$ cat src/verilog/lcem_pkg.sv
// Overview of operation
// code 0x20 asserts each cycle address ring egress credits are empty; counters 0-3
// 0x20 mask: bit0 shared pool, bits1-3 and 4-6 per-network request/snoop/response
// code 0x21 asserts each cycle data ring egress credits are empty; counters 0-3
// 0x21 mask: bit0 shared pool, bits1-3 and 4-6 response/noncoherent/writeback per network
// code 0x29 pulses once per flow queue spawned prefetch toward memory target
// code 0x5b counts each use of a network zero credit
// request tries shared pool first, falls back to reserved credit only on failure
// shared pool spends one credit per flit buffer; reserved network spends one credit
// credit masks: bits0-2 request/snoop/response address ring, bits3-5 response/writeback/noncoherent data ring
// code 0x5d asserts each cycle network zero credits are empty for selected classes
// code 0x5c counts each network one credit use, taken only after shared pool failure
// code 0x5e asserts each cycle network one credits are empty for selected classes
// code 0x7e compares route-through and local writeback occupancy; mask bit7 requires both nonzero
// code 0x7d reports pending writebacks: local, route-through, both, waiting pull per network
// code 0x61 reports crosspoint prefetch stages selected by mask bits
// prefetch drops counted apart: grown too old, overwritten while queue full
// several mask bits set count when any selected condition holds
package lcem_pkg;
  localparam int ADDR_W = 8;
  localparam int DATA_W = 32;
  localparam int NUM_SLOTS = 4;
  localparam int NUM_CLASSES = 6;
  localparam int CRED_W = 4;
  localparam int POOL_W = 6;
  localparam int OCC_W = 8;

  // register offsets
  localparam logic [7:0] OFF_SLOT_CTL0 = 8'h00;
  localparam logic [7:0] OFF_CREDIT_CFG = 8'h10;
  localparam logic [7:0] OFF_CREDIT_STAT = 8'h14;
  localparam logic [7:0] OFF_EMPTY_STAT = 8'h18;

  // slot control fields
  localparam int CTL_CODE_LSB = 0;
  localparam int CTL_MASK_LSB = 8;
  localparam int CTL_EN_BIT = 22;

  // credit config fields
  localparam int CFG_POOL_AD_LSB = 0;
  localparam int CFG_POOL_DATA_LSB = 8;
  localparam int CFG_RSV_LSB = 16;
  localparam logic [31:0] CREDIT_CFG_RST = 32'h0004_2020;

  // message classes: 0-2 address ring, 3-5 data ring
  localparam logic [2:0] CLS_REQ = 3'h0;
  localparam logic [2:0] CLS_SNP = 3'h1;
  localparam logic [2:0] CLS_RSP_AD = 3'h2;
  localparam logic [2:0] CLS_RSP_DATA = 3'h3;
  localparam logic [2:0] CLS_WB = 3'h4;
  localparam logic [2:0] CLS_NONCOH = 3'h5;
  localparam logic [2:0] CLS_FIRST_DATA = 3'h3;

  // event codes
  localparam logic [7:0] EV_AD_EMPTY = 8'h20;
  localparam logic [7:0] EV_DATA_EMPTY = 8'h21;
  localparam logic [7:0] EV_PF_SPAWN = 8'h29;
  localparam logic [7:0] EV_VN0_USED = 8'h5b;
  localparam logic [7:0] EV_VN1_USED = 8'h5c;
  localparam logic [7:0] EV_VN0_NONE = 8'h5d;
  localparam logic [7:0] EV_VN1_NONE = 8'h5e;
  localparam logic [7:0] EV_XPT_PF = 8'h61;
  localparam logic [7:0] EV_WB_PEND = 8'h7d;
  localparam logic [7:0] EV_WB_CMP = 8'h7e;

  localparam int CMP_NZ_BIT = 7;
endpackage : lcem_pkg

$ cat src/verilog/lcem_event_sel.sv
`timescale 1ns/1ps
module lcem_event_sel (
  // clock and reset
  input  wire logic       clk,
  input  wire logic       reset_n,
  // selection
  input  wire logic       en,
  input  wire logic [7:0] code,
  input  wire logic [7:0] umask,
  // condition vectors, one per code, two for code 0x7e
  input  wire logic [7:0] v_ad_empty,
  input  wire logic [7:0] v_data_empty,
  input  wire logic       v_pf_spawn,
  input  wire logic [7:0] v_vn0_used,
  input  wire logic [7:0] v_vn1_used,
  input  wire logic [7:0] v_vn0_none,
  input  wire logic [7:0] v_vn1_none,
  input  wire logic [7:0] v_xpt,
  input  wire logic [7:0] v_wb_pend,
  input  wire logic [7:0] v_cmp_any,
  input  wire logic [7:0] v_cmp_nz,
  // increment to the counter
  output logic            inc
);
  import lcem_pkg::*;

  logic hit;

  always_comb begin
    hit = 1'b0;
    // any selected bit
    case (code)
      // address ring empty
      EV_AD_EMPTY:   hit = |(umask & v_ad_empty);
      // data ring empty
      EV_DATA_EMPTY: hit = |(umask & v_data_empty);
      // no mask qualifier
      EV_PF_SPAWN:   hit = v_pf_spawn;
      // zero used
      EV_VN0_USED:   hit = |(umask & v_vn0_used);
      // one used
      EV_VN1_USED:   hit = |(umask & v_vn1_used);
      // zero empty
      EV_VN0_NONE:   hit = |(umask & v_vn0_none);
      // one empty
      EV_VN1_NONE:   hit = |(umask & v_vn1_none);
      // prefetch stages
      EV_XPT_PF:     hit = |(umask & v_xpt);
      // pending writebacks
      EV_WB_PEND:    hit = |(umask & v_wb_pend);
      // bit7 picks nonzero qualifier
      EV_WB_CMP:     hit = umask[CMP_NZ_BIT] ? |(umask[6:0] & v_cmp_nz[6:0])
                                             : |(umask[6:0] & v_cmp_any[6:0]);
      default:       hit = 1'b0;
    endcase
  end

  // at most one per cycle
  always_ff @(posedge clk) begin
    if (!reset_n) begin
      inc <= 1'b0;
    end else begin
      inc <= en & hit;
    end
  end
endmodule : lcem_event_sel

$ cat src/verilog/lcem_monitor.sv
// Design decisions made here: the plain strobed port and the register offsets.
`timescale 1ns/1ps
module lcem_monitor (
  // clock and reset
  input  wire logic                          clk,
  input  wire logic                          reset_n,
  // register port
  input  wire logic [lcem_pkg::ADDR_W-1:0]   reg_addr,
  input  wire logic [lcem_pkg::DATA_W-1:0]   reg_wdata,
  input  wire logic                          reg_wr,
  input  wire logic                          reg_rd,
  output logic      [lcem_pkg::DATA_W-1:0]   reg_rdata,
  // egress transfer request
  input  wire logic                          tx_valid,
  input  wire logic                          tx_vn,
  input  wire logic [2:0]                    tx_class,
  input  wire logic [3:0]                    tx_flits,
  output logic                               tx_grant,
  output logic                               tx_on_shared,
  output logic                               tx_refused,
  // credit return from the remote side
  input  wire logic                          ret_valid,
  input  wire logic                          ret_shared,
  input  wire logic                          ret_vn,
  input  wire logic [2:0]                    ret_class,
  input  wire logic [3:0]                    ret_count,
  // flow queue and crosspoint prefetch
  input  wire logic                          fq_prefetch_spawn,
  input  wire logic [6:0]                    xpt_stage,
  // writeback occupancy
  input  wire logic [lcem_pkg::OCC_W-1:0]    wb_local_occ_vn0,
  input  wire logic [lcem_pkg::OCC_W-1:0]    wb_thru_occ_vn0,
  input  wire logic [lcem_pkg::OCC_W-1:0]    wb_local_occ_vn1,
  input  wire logic [lcem_pkg::OCC_W-1:0]    wb_thru_occ_vn1,
  input  wire logic [1:0]                    wb_wait_pull,
  // event increments to counters 0-3
  output logic      [lcem_pkg::NUM_SLOTS-1:0] evt_inc
);
  import lcem_pkg::*;

  // ----------------------------------------------------------------
  // registers
  // ----------------------------------------------------------------
  logic [NUM_SLOTS-1:0][7:0]     code_reg;
  logic [NUM_SLOTS-1:0][7:0]     umask_reg;
  logic [NUM_SLOTS-1:0]          en_reg;
  logic [DATA_W-1:0]             cfg_reg;
  logic                          cfg_load;
  logic [POOL_W-1:0]             pool_ad_reg;
  logic [POOL_W-1:0]             pool_data_reg;
  logic [1:0][NUM_CLASSES-1:0][CRED_W-1:0] rsv_reg;
  logic [POOL_W-1:0]             pool_ad_next;
  logic [POOL_W-1:0]             pool_data_next;
  logic [1:0][NUM_CLASSES-1:0]   rsv_empty;
  logic [1:0][NUM_CLASSES-1:0]   rsv_used_reg;
  logic                          pf_spawn_reg;
  logic [6:0]                    xpt_reg;

  assign cfg_load = reg_wr && (reg_addr == OFF_CREDIT_CFG);

  always_ff @(posedge clk) begin
    if (!reset_n) begin
      code_reg  <= '0;
      umask_reg <= '0;
      en_reg    <= '0;
    end else if (reg_wr) begin
      for (int i = 0; i < NUM_SLOTS; i++) begin
        if (reg_addr == OFF_SLOT_CTL0 + 8'(4 * i)) begin
          code_reg[i]  <= reg_wdata[CTL_CODE_LSB +: 8];
          umask_reg[i] <= reg_wdata[CTL_MASK_LSB +: 8];
          en_reg[i]    <= reg_wdata[CTL_EN_BIT];
        end
      end
    end
  end

  always_ff @(posedge clk) begin
    if (!reset_n) begin
      cfg_reg <= CREDIT_CFG_RST;
    end else if (cfg_load) begin
      cfg_reg <= reg_wdata;
    end
  end

  // ----------------------------------------------------------------
  // read port
  // ----------------------------------------------------------------
  logic [DATA_W-1:0] rd_mux;

  always_comb begin
    rd_mux = '0;
    for (int i = 0; i < NUM_SLOTS; i++) begin
      if (reg_addr == OFF_SLOT_CTL0 + 8'(4 * i)) begin
        rd_mux[CTL_CODE_LSB +: 8] = code_reg[i];
        rd_mux[CTL_MASK_LSB +: 8] = umask_reg[i];
        rd_mux[CTL_EN_BIT]        = en_reg[i];
      end
    end
    if (reg_addr == OFF_CREDIT_CFG) begin
      rd_mux = cfg_reg;
    end
    if (reg_addr == OFF_CREDIT_STAT) begin
      rd_mux[CFG_POOL_AD_LSB +: POOL_W]   = pool_ad_reg;
      rd_mux[CFG_POOL_DATA_LSB +: POOL_W] = pool_data_reg;
    end
    if (reg_addr == OFF_EMPTY_STAT) begin
      rd_mux[0 +: NUM_CLASSES] = rsv_empty[0];
      rd_mux[8 +: NUM_CLASSES] = rsv_empty[1];
    end
  end

  // data only in the cycle after the strobe; unmapped reads zero
  always_ff @(posedge clk) begin
    if (!reset_n) begin
      reg_rdata <= '0;
    end else if (reg_rd) begin
      reg_rdata <= rd_mux;
    end else begin
      reg_rdata <= '0;
    end
  end

  // ----------------------------------------------------------------
  // credit selection
  // ----------------------------------------------------------------
  logic                tx_ok_class;
  logic                tx_data_ring;
  logic [POOL_W-1:0]   pool_avail;
  logic                use_shared;
  logic                use_rsv;
  logic                ret_ok_class;

  assign tx_ok_class  = tx_class < 3'(NUM_CLASSES);
  assign tx_data_ring = tx_class >= CLS_FIRST_DATA;
  assign pool_avail   = tx_data_ring ? pool_data_reg : pool_ad_reg;
  assign ret_ok_class = ret_class < 3'(NUM_CLASSES);

  // shared pool tried first
  assign use_shared = tx_valid && tx_ok_class && (tx_flits != 4'h0)
                      && ({2'b00, tx_flits} <= pool_avail);
  // fallback only after shared failure
  assign use_rsv    = tx_valid && tx_ok_class && !use_shared
                      && (rsv_reg[tx_vn][tx_class] != '0);

  // shared pool spends one per flit buffer
  function automatic logic [POOL_W-1:0] pool_step(input logic [POOL_W-1:0] cur,
                                                  input logic              take,
                                                  input logic              give);
    logic [POOL_W:0] sum;
    sum = {1'b0, cur};
    if (take) begin
      sum = sum - {3'b000, tx_flits};
    end
    if (give) begin
      sum = sum + {3'b000, ret_count};
    end
    // saturate so a surplus return cannot wrap the pool
    if (sum[POOL_W]) begin
      sum = {1'b0, {POOL_W{1'b1}}};
    end
    return sum[POOL_W-1:0];
  endfunction : pool_step

  // a process, not assign: it also wakes on the counts read inside the function
  always_comb begin
    pool_ad_next   = pool_step(pool_ad_reg, use_shared && !tx_data_ring,
                               ret_valid && ret_shared && (ret_class < CLS_FIRST_DATA));
    pool_data_next = pool_step(pool_data_reg, use_shared && tx_data_ring,
                               ret_valid && ret_shared && (ret_class >= CLS_FIRST_DATA));
  end

  always_ff @(posedge clk) begin
    if (!reset_n) begin
      pool_ad_reg   <= CREDIT_CFG_RST[CFG_POOL_AD_LSB +: POOL_W];
      pool_data_reg <= CREDIT_CFG_RST[CFG_POOL_DATA_LSB +: POOL_W];
    end else if (cfg_load) begin
      pool_ad_reg   <= reg_wdata[CFG_POOL_AD_LSB +: POOL_W];
      pool_data_reg <= reg_wdata[CFG_POOL_DATA_LSB +: POOL_W];
    end else begin
      pool_ad_reg   <= pool_ad_next;
      pool_data_reg <= pool_data_next;
    end
  end

  // reserved credits: one per transfer whatever its flit count
  always_ff @(posedge clk) begin
    if (!reset_n) begin
      rsv_reg <= {2 * NUM_CLASSES{CREDIT_CFG_RST[CFG_RSV_LSB +: CRED_W]}};
    end else if (cfg_load) begin
      rsv_reg <= {2 * NUM_CLASSES{reg_wdata[CFG_RSV_LSB +: CRED_W]}};
    end else begin
      for (int v = 0; v < 2; v++) begin
        for (int c = 0; c < NUM_CLASSES; c++) begin
          logic take;
          logic give;
          take = use_rsv && (tx_vn == 1'(v)) && (tx_class == 3'(c));
          give = ret_valid && !ret_shared && ret_ok_class
                 && (ret_vn == 1'(v)) && (ret_class == 3'(c))
                 && (rsv_reg[v][c] != {CRED_W{1'b1}});
          // one reserved credit per transfer
          if (take && !give) begin
            rsv_reg[v][c] <= rsv_reg[v][c] - 4'h1;
          end else if (give && !take) begin
            rsv_reg[v][c] <= rsv_reg[v][c] + 4'h1;
          end
        end
      end
    end
  end

  always_comb begin
    for (int v = 0; v < 2; v++) begin
      for (int c = 0; c < NUM_CLASSES; c++) begin
        rsv_empty[v][c] = (rsv_reg[v][c] == '0);
      end
    end
  end

  // transfer answer and reserved use pulses
  always_ff @(posedge clk) begin
    if (!reset_n) begin
      tx_grant     <= 1'b0;
      tx_on_shared <= 1'b0;
      tx_refused   <= 1'b0;
      rsv_used_reg <= '0;
    end else begin
      tx_grant     <= use_shared || use_rsv;
      tx_on_shared <= use_shared;
      tx_refused   <= tx_valid && !use_shared && !use_rsv;
      for (int v = 0; v < 2; v++) begin
        for (int c = 0; c < NUM_CLASSES; c++) begin
          // zero use counted
          // one use counted
          rsv_used_reg[v][c] <= use_rsv && (tx_vn == 1'(v)) && (tx_class == 3'(c));
        end
      end
    end
  end

  // ----------------------------------------------------------------
  // condition vectors
  // ----------------------------------------------------------------
  logic [7:0] v_ad_empty;
  logic [7:0] v_data_empty;
  logic [7:0] v_vn0_used;
  logic [7:0] v_vn1_used;
  logic [7:0] v_vn0_none;
  logic [7:0] v_vn1_none;
  logic [7:0] v_xpt;
  logic [7:0] v_wb_pend;
  logic [7:0] v_cmp_any;
  logic [7:0] v_cmp_nz;
  logic [1:0] loc_nz;
  logic [1:0] thru_nz;
  logic [1:0] gt;
  logic [1:0] eq;
  logic [1:0] lt;

  // address ring sources
  assign v_ad_empty   = {1'b0, rsv_empty[1][CLS_RSP_AD], rsv_empty[1][CLS_SNP], rsv_empty[1][CLS_REQ],
                         rsv_empty[0][CLS_RSP_AD], rsv_empty[0][CLS_SNP], rsv_empty[0][CLS_REQ],
                         pool_ad_reg == '0};
  // data ring sources
  assign v_data_empty = {1'b0, rsv_empty[1][CLS_WB], rsv_empty[1][CLS_NONCOH], rsv_empty[1][CLS_RSP_DATA],
                         rsv_empty[0][CLS_WB], rsv_empty[0][CLS_NONCOH], rsv_empty[0][CLS_RSP_DATA],
                         pool_data_reg == '0};
  // class order of credit masks
  assign v_vn0_used = {2'b00, rsv_used_reg[0][CLS_NONCOH], rsv_used_reg[0][CLS_WB],
                       rsv_used_reg[0][CLS_RSP_DATA], rsv_used_reg[0][2:0]};
  assign v_vn1_used = {2'b00, rsv_used_reg[1][CLS_NONCOH], rsv_used_reg[1][CLS_WB],
                       rsv_used_reg[1][CLS_RSP_DATA], rsv_used_reg[1][2:0]};
  assign v_vn0_none = {2'b00, rsv_empty[0][CLS_NONCOH], rsv_empty[0][CLS_WB],
                       rsv_empty[0][CLS_RSP_DATA], rsv_empty[0][2:0]};
  assign v_vn1_none = {2'b00, rsv_empty[1][CLS_NONCOH], rsv_empty[1][CLS_WB],
                       rsv_empty[1][CLS_RSP_DATA], rsv_empty[1][2:0]};

  // stage pulses registered so events align with credit events
  always_ff @(posedge clk) begin
    if (!reset_n) begin
      xpt_reg      <= '0;
      pf_spawn_reg <= 1'b0;
    end else begin
      // drop reasons kept on separate bits
      xpt_reg      <= xpt_stage;
      // spawn pulse
      pf_spawn_reg <= fq_prefetch_spawn;
    end
  end

  // stage bits 0-6
  assign v_xpt = {1'b0, xpt_reg};

  // occupancy compare per network
  assign loc_nz  = {wb_local_occ_vn1 != '0, wb_local_occ_vn0 != '0};
  assign thru_nz = {wb_thru_occ_vn1 != '0, wb_thru_occ_vn0 != '0};
  assign gt      = {wb_thru_occ_vn1 > wb_local_occ_vn1, wb_thru_occ_vn0 > wb_local_occ_vn0};
  assign eq      = {wb_thru_occ_vn1 == wb_local_occ_vn1, wb_thru_occ_vn0 == wb_local_occ_vn0};
  assign lt      = {wb_thru_occ_vn1 < wb_local_occ_vn1, wb_thru_occ_vn0 < wb_local_occ_vn0};
  assign v_cmp_any = {2'b00, lt[1], eq[1], gt[1], lt[0], eq[0], gt[0]};
  assign v_cmp_nz  = v_cmp_any & {2'b00, {3{loc_nz[1] & thru_nz[1]}}, {3{loc_nz[0] & thru_nz[0]}}};

  // pending writebacks per network
  assign v_wb_pend = {wb_wait_pull[1], loc_nz[1] & thru_nz[1], thru_nz[1], loc_nz[1],
                      wb_wait_pull[0], loc_nz[0] & thru_nz[0], thru_nz[0], loc_nz[0]};

  // ----------------------------------------------------------------
  // counter slots
  // ----------------------------------------------------------------
  for (genvar s = 0; s < NUM_SLOTS; s++) begin : g_slot
    lcem_event_sel u_sel (
      .clk          (clk),
      .reset_n      (reset_n),
      .en           (en_reg[s]),
      .code         (code_reg[s]),
      .umask        (umask_reg[s]),
      .v_ad_empty   (v_ad_empty),
      .v_data_empty (v_data_empty),
      .v_pf_spawn   (pf_spawn_reg),
      .v_vn0_used   (v_vn0_used),
      .v_vn1_used   (v_vn1_used),
      .v_vn0_none   (v_vn0_none),
      .v_vn1_none   (v_vn1_none),
      .v_xpt        (v_xpt),
      .v_wb_pend    (v_wb_pend),
      .v_cmp_any    (v_cmp_any),
      .v_cmp_nz     (v_cmp_nz),
      .inc          (evt_inc[s])
    );
  end
endmodule : lcem_monitor

$ cat config.mk
export PLATFORM = sky130hd
export DESIGN_NAME = lcem_monitor
export DESIGN_NICKNAME = d
export VERILOG_FILES = /design/src/verilog/lcem_pkg.sv /design/src/verilog/lcem_event_sel.sv /design/src/verilog/lcem_monitor.sv
export SDC_FILE = /design/constraint.sdc
export NUM_CORES = 1
export LEC_CHECK = 0
export BUFFER_PORTS_ARGS = -buffer_cell sky130_fd_sc_hd__buf_4
export CAP_MARGIN = 20
export CELL_PAD_IN_SITES_DETAIL_PLACEMENT = 1
export CELL_PAD_IN_SITES_GLOBAL_PLACEMENT = 1
export CORE_MARGIN = 4
export CORE_UTILIZATION = 35
export DETAILED_ROUTE_END_ITERATION = 7
export PLACE_DENSITY_LB_ADDON = 0.12
export SYNTH_ARGS = -nofsm -noshare
export SYNTH_HDL_FRONTEND = slang
export SYNTH_SLANG_ARGS = --single-unit
$ cat constraint.sdc
create_clock -name clk -period 10.6 [get_ports clk]
set_input_delay 1.59 -clock clk [delete_from_list [all_inputs] [get_ports clk]]
set_output_delay 1.59 -clock clk [all_outputs]
set_load 0.1 [all_outputs]
Word-level counts from Yosys, hierarchy flattened. Index checks and enable logic that the tools add are counted.

Memories kept: 0. Flip-flop bits (word level): 219. Memory bits (writable): 0. Logic and storage cells: 447. Bits in latches: 0. Output and inout port bits: 39. Bits of input ports: 105. Memory bits (read-only): 0.

Bitwise logic cells: 49. Reductions and logical operators: 189. $mul: 0. Magnitude comparators: 12. Divide/modulo/power cells: 0. Shift-type cells: 0. Equal/unequal tests: 70. Multiplexer cells: 59. $add $sub $neg: 28.

Operators by type and width (number): $reduce_or 8->1 (32); $eq 8x7->1 const B (28); $and 8x6->8 (16); $mux 4 (25); $and 8x7->8 (12); $eq 8x6->1 const B (12); $logic_and 1x1->1 (79); $mux 16 (4); $and 7x6->7 (8); $reduce_or 7->1 (8); $mux 6 (9); $add 4x1->4 const B (12); $logic_not 4->1 (12); $mux 24 (2); $mux 48 (1); $ne 4x4->1 const B (12); $sub 4x1->4 const B (12); $pmux 1 s10 (4); $reduce_bool 3->1 (12); $and 8x8->8 (4); $reduce_bool 8->1 (4); $logic_not 1->1 (28); $mux 7 (4); $eq 8x5->1 const B (3); other kinds (29) (64).

Longest topological paths before layout.
Depth in word-level cells: 14. Gate-level depth with buffers: 22. Mapped depth without buffers: 20.

Hierarchy. From an unflattened synthesis, not the netlist that was laid out.

Cell total of the unflattened synthesis: 1771. Area total of the unflattened synthesis: 14223.6 µm².

Modules (own cells, without submodules): lcem_monitor (seq. area each 4304.1 µm², area each 11626.2 µm², times used 1, cells each 1407); lcem_event_sel (seq. area each 20.0 µm², area each 649.4 µm², times used 4, cells each 91).

Worst setup path after synthesis. Ideal clock, no wire load.

Path type: input to register. Start point: input port tx_class[0]. End point: register pool_data_reg[5]. Stages on the path: 21. Path buffers: 2. Data arrival time: 5.230 ns. Setup slack: 5.312 ns. Setup time: 0.058 ns. Required time: 10.542 ns. Cells stage by stage: buf_6 a21oi_4 mux2i_1 ha_1 o21ai_0 a21oi_1 o211ai_4 nand3_1 nand2_1 o21ai_0 ha_1 fa_1 a21o_1 a21oi_1 nor2_1 nor4b_1 o41a_1 and2_0 clkbuf_1 nand4_1 o211a_1.

Cells in the longest elaborated chain, start to end: 10. Elaborated cells between the ends (all ways): 13. Those cells by class: add/sub: 1; order compare: 3; mux: 5; reduce/logical: 4.

Ends and longest elaborated chain: from (decl) (RTL line lcem_monitor.sv:16) `input wire logic [2:0] tx_class,`; $ge 3x2->1 or $lt 3x3->1 (tied branches) (RTL line lcem_monitor.sv:134, lcem_monitor.sv:133); $mux 6 or $logic_and 1x1->1 (tied branches) (RTL line lcem_monitor.sv:135, lcem_monitor.sv:139); $le 4x6->1 or $logic_and 1x1->1 (tied branches) (RTL line lcem_monitor.sv:140, lcem_monitor.sv:139); $logic_and 1x1->1 (RTL line lcem_monitor.sv:140) `&& ({2'b00, tx_flits} <= pool_avail);`; $logic_and 1x1->1 (*) (RTL line lcem_monitor.sv:168) `pool_data_next = pool_step(pool_data_reg, use_shared && tx_data_ring,`; $mux 7 (*) (RTL line lcem_monitor.sv:151) `if (take) begin`; $add 7x4->7 (RTL line lcem_monitor.sv:155) `sum = sum + {3'b000, ret_count};`; $mux 7 (*) (RTL line lcem_monitor.sv:154) `if (give) begin`; $mux 6 (*) (RTL line lcem_monitor.sv:158) `if (sum[POOL_W]) begin`; $mux 6 (*) (RTL line lcem_monitor.sv:176) `end else if (cfg_load) begin`; to (signal assigned) (RTL line lcem_monitor.sv:175) `pool_data_reg <= CREDIT_CFG_RST[CFG_POOL_DATA_LSB +: POOL_W];`; to (signal assigned) (RTL line lcem_monitor.sv:178) `pool_data_reg <= reg_wdata[CFG_POOL_DATA_LSB +: POOL_W];`; to (signal assigned) (RTL line lcem_monitor.sv:181) `pool_data_reg <= pool_data_next;`; to (decl) (RTL line lcem_monitor.sv:50) `logic [POOL_W-1:0] pool_data_reg;`.

Every way passes the cells marked *; elsewhere a longest branch is shown, timed or not. A chain may end at the register's enable or synchronous reset.

Worst setup path in the final report.
Start point: input port tx_class[1]. End point: register rsv_reg[3] (netlist name).

Cells in the longest elaborated chain, start to end: 12. Elaborated cells between the ends (all ways): 22. Those cells by class: order compare: 3; mux: 5; reduce/logical: 14.

Ends and longest elaborated chain: $ge 3x2->1 or $lt 3x3->1 (tied branches) (RTL line lcem_monitor.sv:134, lcem_monitor.sv:133); $mux 6 or $logic_and 1x1->1 (tied branches) (RTL line lcem_monitor.sv:135, lcem_monitor.sv:139, lcem_monitor.sv:142); $le 4x6->1 or $logic_and 1x1->1 (tied branches) (RTL line lcem_monitor.sv:140, lcem_monitor.sv:139); $logic_and 1x1->1 (RTL line lcem_monitor.sv:140); $logic_not 1->1 (RTL line lcem_monitor.sv:142) `assign use_rsv = tx_valid && tx_ok_class && !use_shared`; $logic_and 1x1->1 (RTL line lcem_monitor.sv:142); $logic_and 1x1->1 (RTL line lcem_monitor.sv:143) `&& (rsv_reg[tx_vn][tx_class] != '0);`; $logic_and 1x1->1 (RTL line lcem_monitor.sv:196) `take = use_rsv && (tx_vn == 1'(v)) && (tx_class == 3'(c));`; $logic_and 1x1->1 (*) (RTL line lcem_monitor.sv:196); $logic_and 1x1->1 or $logic_not 1->1 (tied branches) (RTL line lcem_monitor.sv:201, lcem_monitor.sv:203); $mux 4 or $logic_and 1x1->1 (tied branches) (RTL line lcem_monitor.sv:201, lcem_monitor.sv:203); $mux 48 or $reduce_bool 3->1 (tied branches); to (signal assigned) (RTL line lcem_monitor.sv:188) `rsv_reg <= {2 * NUM_CLASSES{CREDIT_CFG_RST[CFG_RSV_LSB +: CRED_W]}};`; to (signal assigned) (RTL line lcem_monitor.sv:190) `rsv_reg <= {2 * NUM_CLASSES{reg_wdata[CFG_RSV_LSB +: CRED_W]}};`; to (signal, indexed assignment) (RTL line lcem_monitor.sv:202) `rsv_reg[v][c] <= rsv_reg[v][c] - 4'h1;`; to (decl) (RTL line lcem_monitor.sv:51) `logic [1:0][NUM_CLASSES-1:0][CRED_W-1:0] rsv_reg;`.

Every way passes the cells marked *; elsewhere a longest branch is shown, timed or not. The select of a mux whose other input is x is not followed.

==> impl_metrics.csv <==
group,metric,value,unit
outcome,status,"finished, final reports clean",
floorplanning,fp.coreArea,0.0396,mm^2
drt,avgRoutedWirePerCell,24.9,um
grt,grt_max_degree,68,
sta,maxSlewViolCount,0,
clock_tree,cts_made_buffers,27,
sta,fin_crit_sh,51.0,%
floorplanning,num_rows,73,
layout,final_common_cell,"nand2_1",
critical_path,arrival,5.88,ns
power,p_int,0.00146,W
critical_path,slowest_stage,"a2111oi_4",
power,p_seq_share,42.9,%
power,ir_drop,0.000108,V
sta,period_needed,5.41,ns
sta,finalSetupTns,0,ns
run,cap_viol_max_count,0,
power,finalPower,0.00200,W
layout,multi_input_comb_area,0.00887,mm^2
placed_design,numPortBuffers,143,
layout,nets,2002,
placed_design,dp_cells,2317,
clock_tree,clk_latency,0.56,ns
critical_path,worst-setup-path-type,"in2reg",
critical_path,timing.rr.start,"pool_data_reg[1]$_SDFF_PN0_",
synth,synth_cells,1756,
synth,syn_nets,1935,
layout,final_layout_size_suffix_gt1_share,14.6,%
power,powerDensity,123,mW/mm^2
grt,use_met1,33.6,%
drt,vias,14408,
sta,tightest_slew,1.12,ns
sta,clock.fmax,185,MHz
power,p_leak,5.98,nW
floorplanning,start_util,35.4,%
synth,ys.flop_type,"dfxtp_1",
power,switching_share,27.1,%
layout,ff_latch_area,0.00438,mm^2
critical_path,slowest_delay,0.63,ns
grt,busiest_layer,"met2",
layout,largest_reg_flops,48,
synth,yosysWarnings,0,
clock_tree,cts_resized,0,
layout,design_area,0.0163,mm^2
drt,dr.pass1.iters,6,
grt,antenna_found_initial,1,
critical_path,startpoint_type,"input port",
power,pwr-share-clk,45.3,%
drt,drc_errors,0,
critical_path,cp-end-kind,"flop",
synth,syn_area,0.0140,mm^2
clock_tree,cts_buffer_depth,3,
sta,slew_headroom,24.8,%
clock_tree,clock-sinks,219,
layout,diodes,0,
synth,synth_seq_cells,219,
critical_path,cp_top_family,"compound AO/OA/AOI/OAI gates",
placed_design,hpwl,42900,um
placed_design,gp_congestion,0.933,
layout,syn_to_final_growth,16.5,%
grt,grt_use_met2,45.3,%
sta,rsz0062_at_grt,"false",
grt,grt_overflow_total,0,
floorplanning,die-area,0.0433,mm^2
hold_path,min_from,"cfg_reg[18]$_SDFFE_PN1P_",
synth,syn_area_per_cell,7.99,um^2
grt,grt_pass1_vias,14720,
critical_path,critPathMaxFanout,14,
critical_path,cp.required,11.07,ns
clock_tree,cts-root-buf,"clkbuf_16",
drt,routed_via_density,6.10,
clock_tree,ctsHoldBuffers,0,
power,switchingPower,0.000543,W
layout,final_cell_mix,"242 x nand2_1, 219 x dfxtp_1, 167 x a21oi_1",
drt,postRouteAntennaNets,0,
sta,clock_skew,0.0246,ns
clock_tree,ctsHtreeMaxLevel,1,
grt,grt.total_usage,26.2,%
layout,fin_cells,2362,
hold_path,hold_class,"reg2reg",
placed_design,placed_area,0.0154,mm^2
clock_tree,cts_tree,"done",
drt,drt_iter0_markers,1209,
floorplanning,io_pins,144,
clock_tree,post-cts-setup-buffers,0,
critical_path,critPathBufInv,2,
clock_tree,clk_pin_slew,0.06,ns
layout,fillers,4792,
sta,hold_violations,0,
synth,synthDistinctLibCells,85,
critical_path,worstPathCellList,"buf_4 > a21oi_4 > mux2i_1 > ha_1 > o21ai_0 > a21oi_1 > o211ai_4 > a211o_1 > a2111oi_4 > nand2_1 > inv_1 > ha_1 > a21o_1 > a21oi_1 > nor4_1 > or3_1 > nor3_1",
grt,use_met3,4.19,%
synth,yosysSeqAreaShare,31.3,%
grt,grt_pass1_wl,91000,um
floorplanning,die_y,208,um
drt,drt_wl_total,58800,um
sta,holdWs,0.439,ns
power,power_frac_comb,11.8,%
synth,synth-edff-count,0,
sta,setup_violations,0,
critical_path,crit_start,"tx_class[1]",
synth,synthArstFlopShare,0,%
floorplanning,die_x,208,um
## power groups by stage
stage                     clock network (W)  logic [W]  registers, W
after floorplan                           0   0.000141      0.000866
after global placement                    0   0.000229      0.000876
after detailed placement                  0   0.000235      0.000876
after CTS                          0.000931   0.000237      0.000858
after global routing               0.000958   0.000261      0.000859
final                              0.000906   0.000237      0.000858
## worst paths after layout
path                                                 end  slack [ns]  depth (start not counted)
worst max-delay path             rsv_reg[3]$_SDFFE_PN0P_        5.19                         17
worst min-delay path            cfg_reg[18]$_SDFFE_PN1P_        0.44                          2
worst max register to register   rsv_reg[3]$_SDFFE_PN0P_        6.21                         15
worst min register to register  cfg_reg[18]$_SDFFE_PN1P_        0.44                          2
## stage by stage
stage,setup WS [ns],util [%]
6_report,5.19,41.2
5_1_grt,4.77,41.2
4_1_cts,5.22,41.1
3_5_place_dp,4.64,39.0
3_3_place_gp,4.85,38.9
2_1_floorplan,5.31,-
## cell usage after synthesis (all sizes together), types with 26 or more instances
library cell,n,area (um^2)
dfxtp,219,4380
nor2,66,250
inv,73,274
a222oi,35,350
nand2,243,912
nand3,94,470
xnor2,26,250
nor4,31,200
ha,59,738
nor3,34,175
clkbuf,117,440
a31oi,27,169
nand4,32,200
o21ai,70,350
a21oi,168,852
a22oi,99,743
and2,32,200
## layer usage
| layer | share of wire [%] | vias to the layer above |
|---|---|---|
| met5 | 0.022 | - |
| met1 | 42 | 7158 |
| met4 | 3.9 | 2 |
| li1 | - | 6632 |
| met3 | 6.0 | 140 |
| met2 | 48 | 476 |
## cells by family (layout without fill, tap and decap cells)
| logic type | Yosys count | after routing | share of synthesized area, % |
|---|---|---|---|
| AO/OA/AOI/OAI | 525 | 525 | 26.0 |
| XOR/XNOR | 44 | 44 | 3.20 |
| adder cells (fa/ha/maj) | 74 | 74 | 7.41 |
| buffers and inverters | 204 | 285 | 5.87 |
| flip-flops | 219 | 219 | 31.3 |
| multiplexers | 43 | 43 | 3.34 |
| AND/OR/NAND/NOR | 647 | 647 | 22.9 |
## worst register-to-register path: stages, from the launching register on
cell and delay [ns]:
dfxtp_1 0.55, mux2i_1 0.14, ha_1 0.32, nand2b_1 0.06, a21oi_1 0.29, o211ai_4 0.16
a211o_1 0.59, a2111oi_4 0.63, nand2_1 0.19, inv_1 0.12, ha_1 0.23, a21o_1 0.19
a21oi_1 0.21, nor4_1 0.07, or3_1 0.37, nor3_1 0.18
## layout make-up
type / count / area share [%]
Multi-Input combinational cell: 1333 / 54.3
Sequential cell: 219 / 26.8
Timing Repair Buffer: 169 / 7.94
Clock buffer: 32 / 4.44
Tap cell: 525 / 4.02
Inverter: 73 / 1.69
Clock inverter: 11 / 0.743
Power figures use the tool's default switching activity.
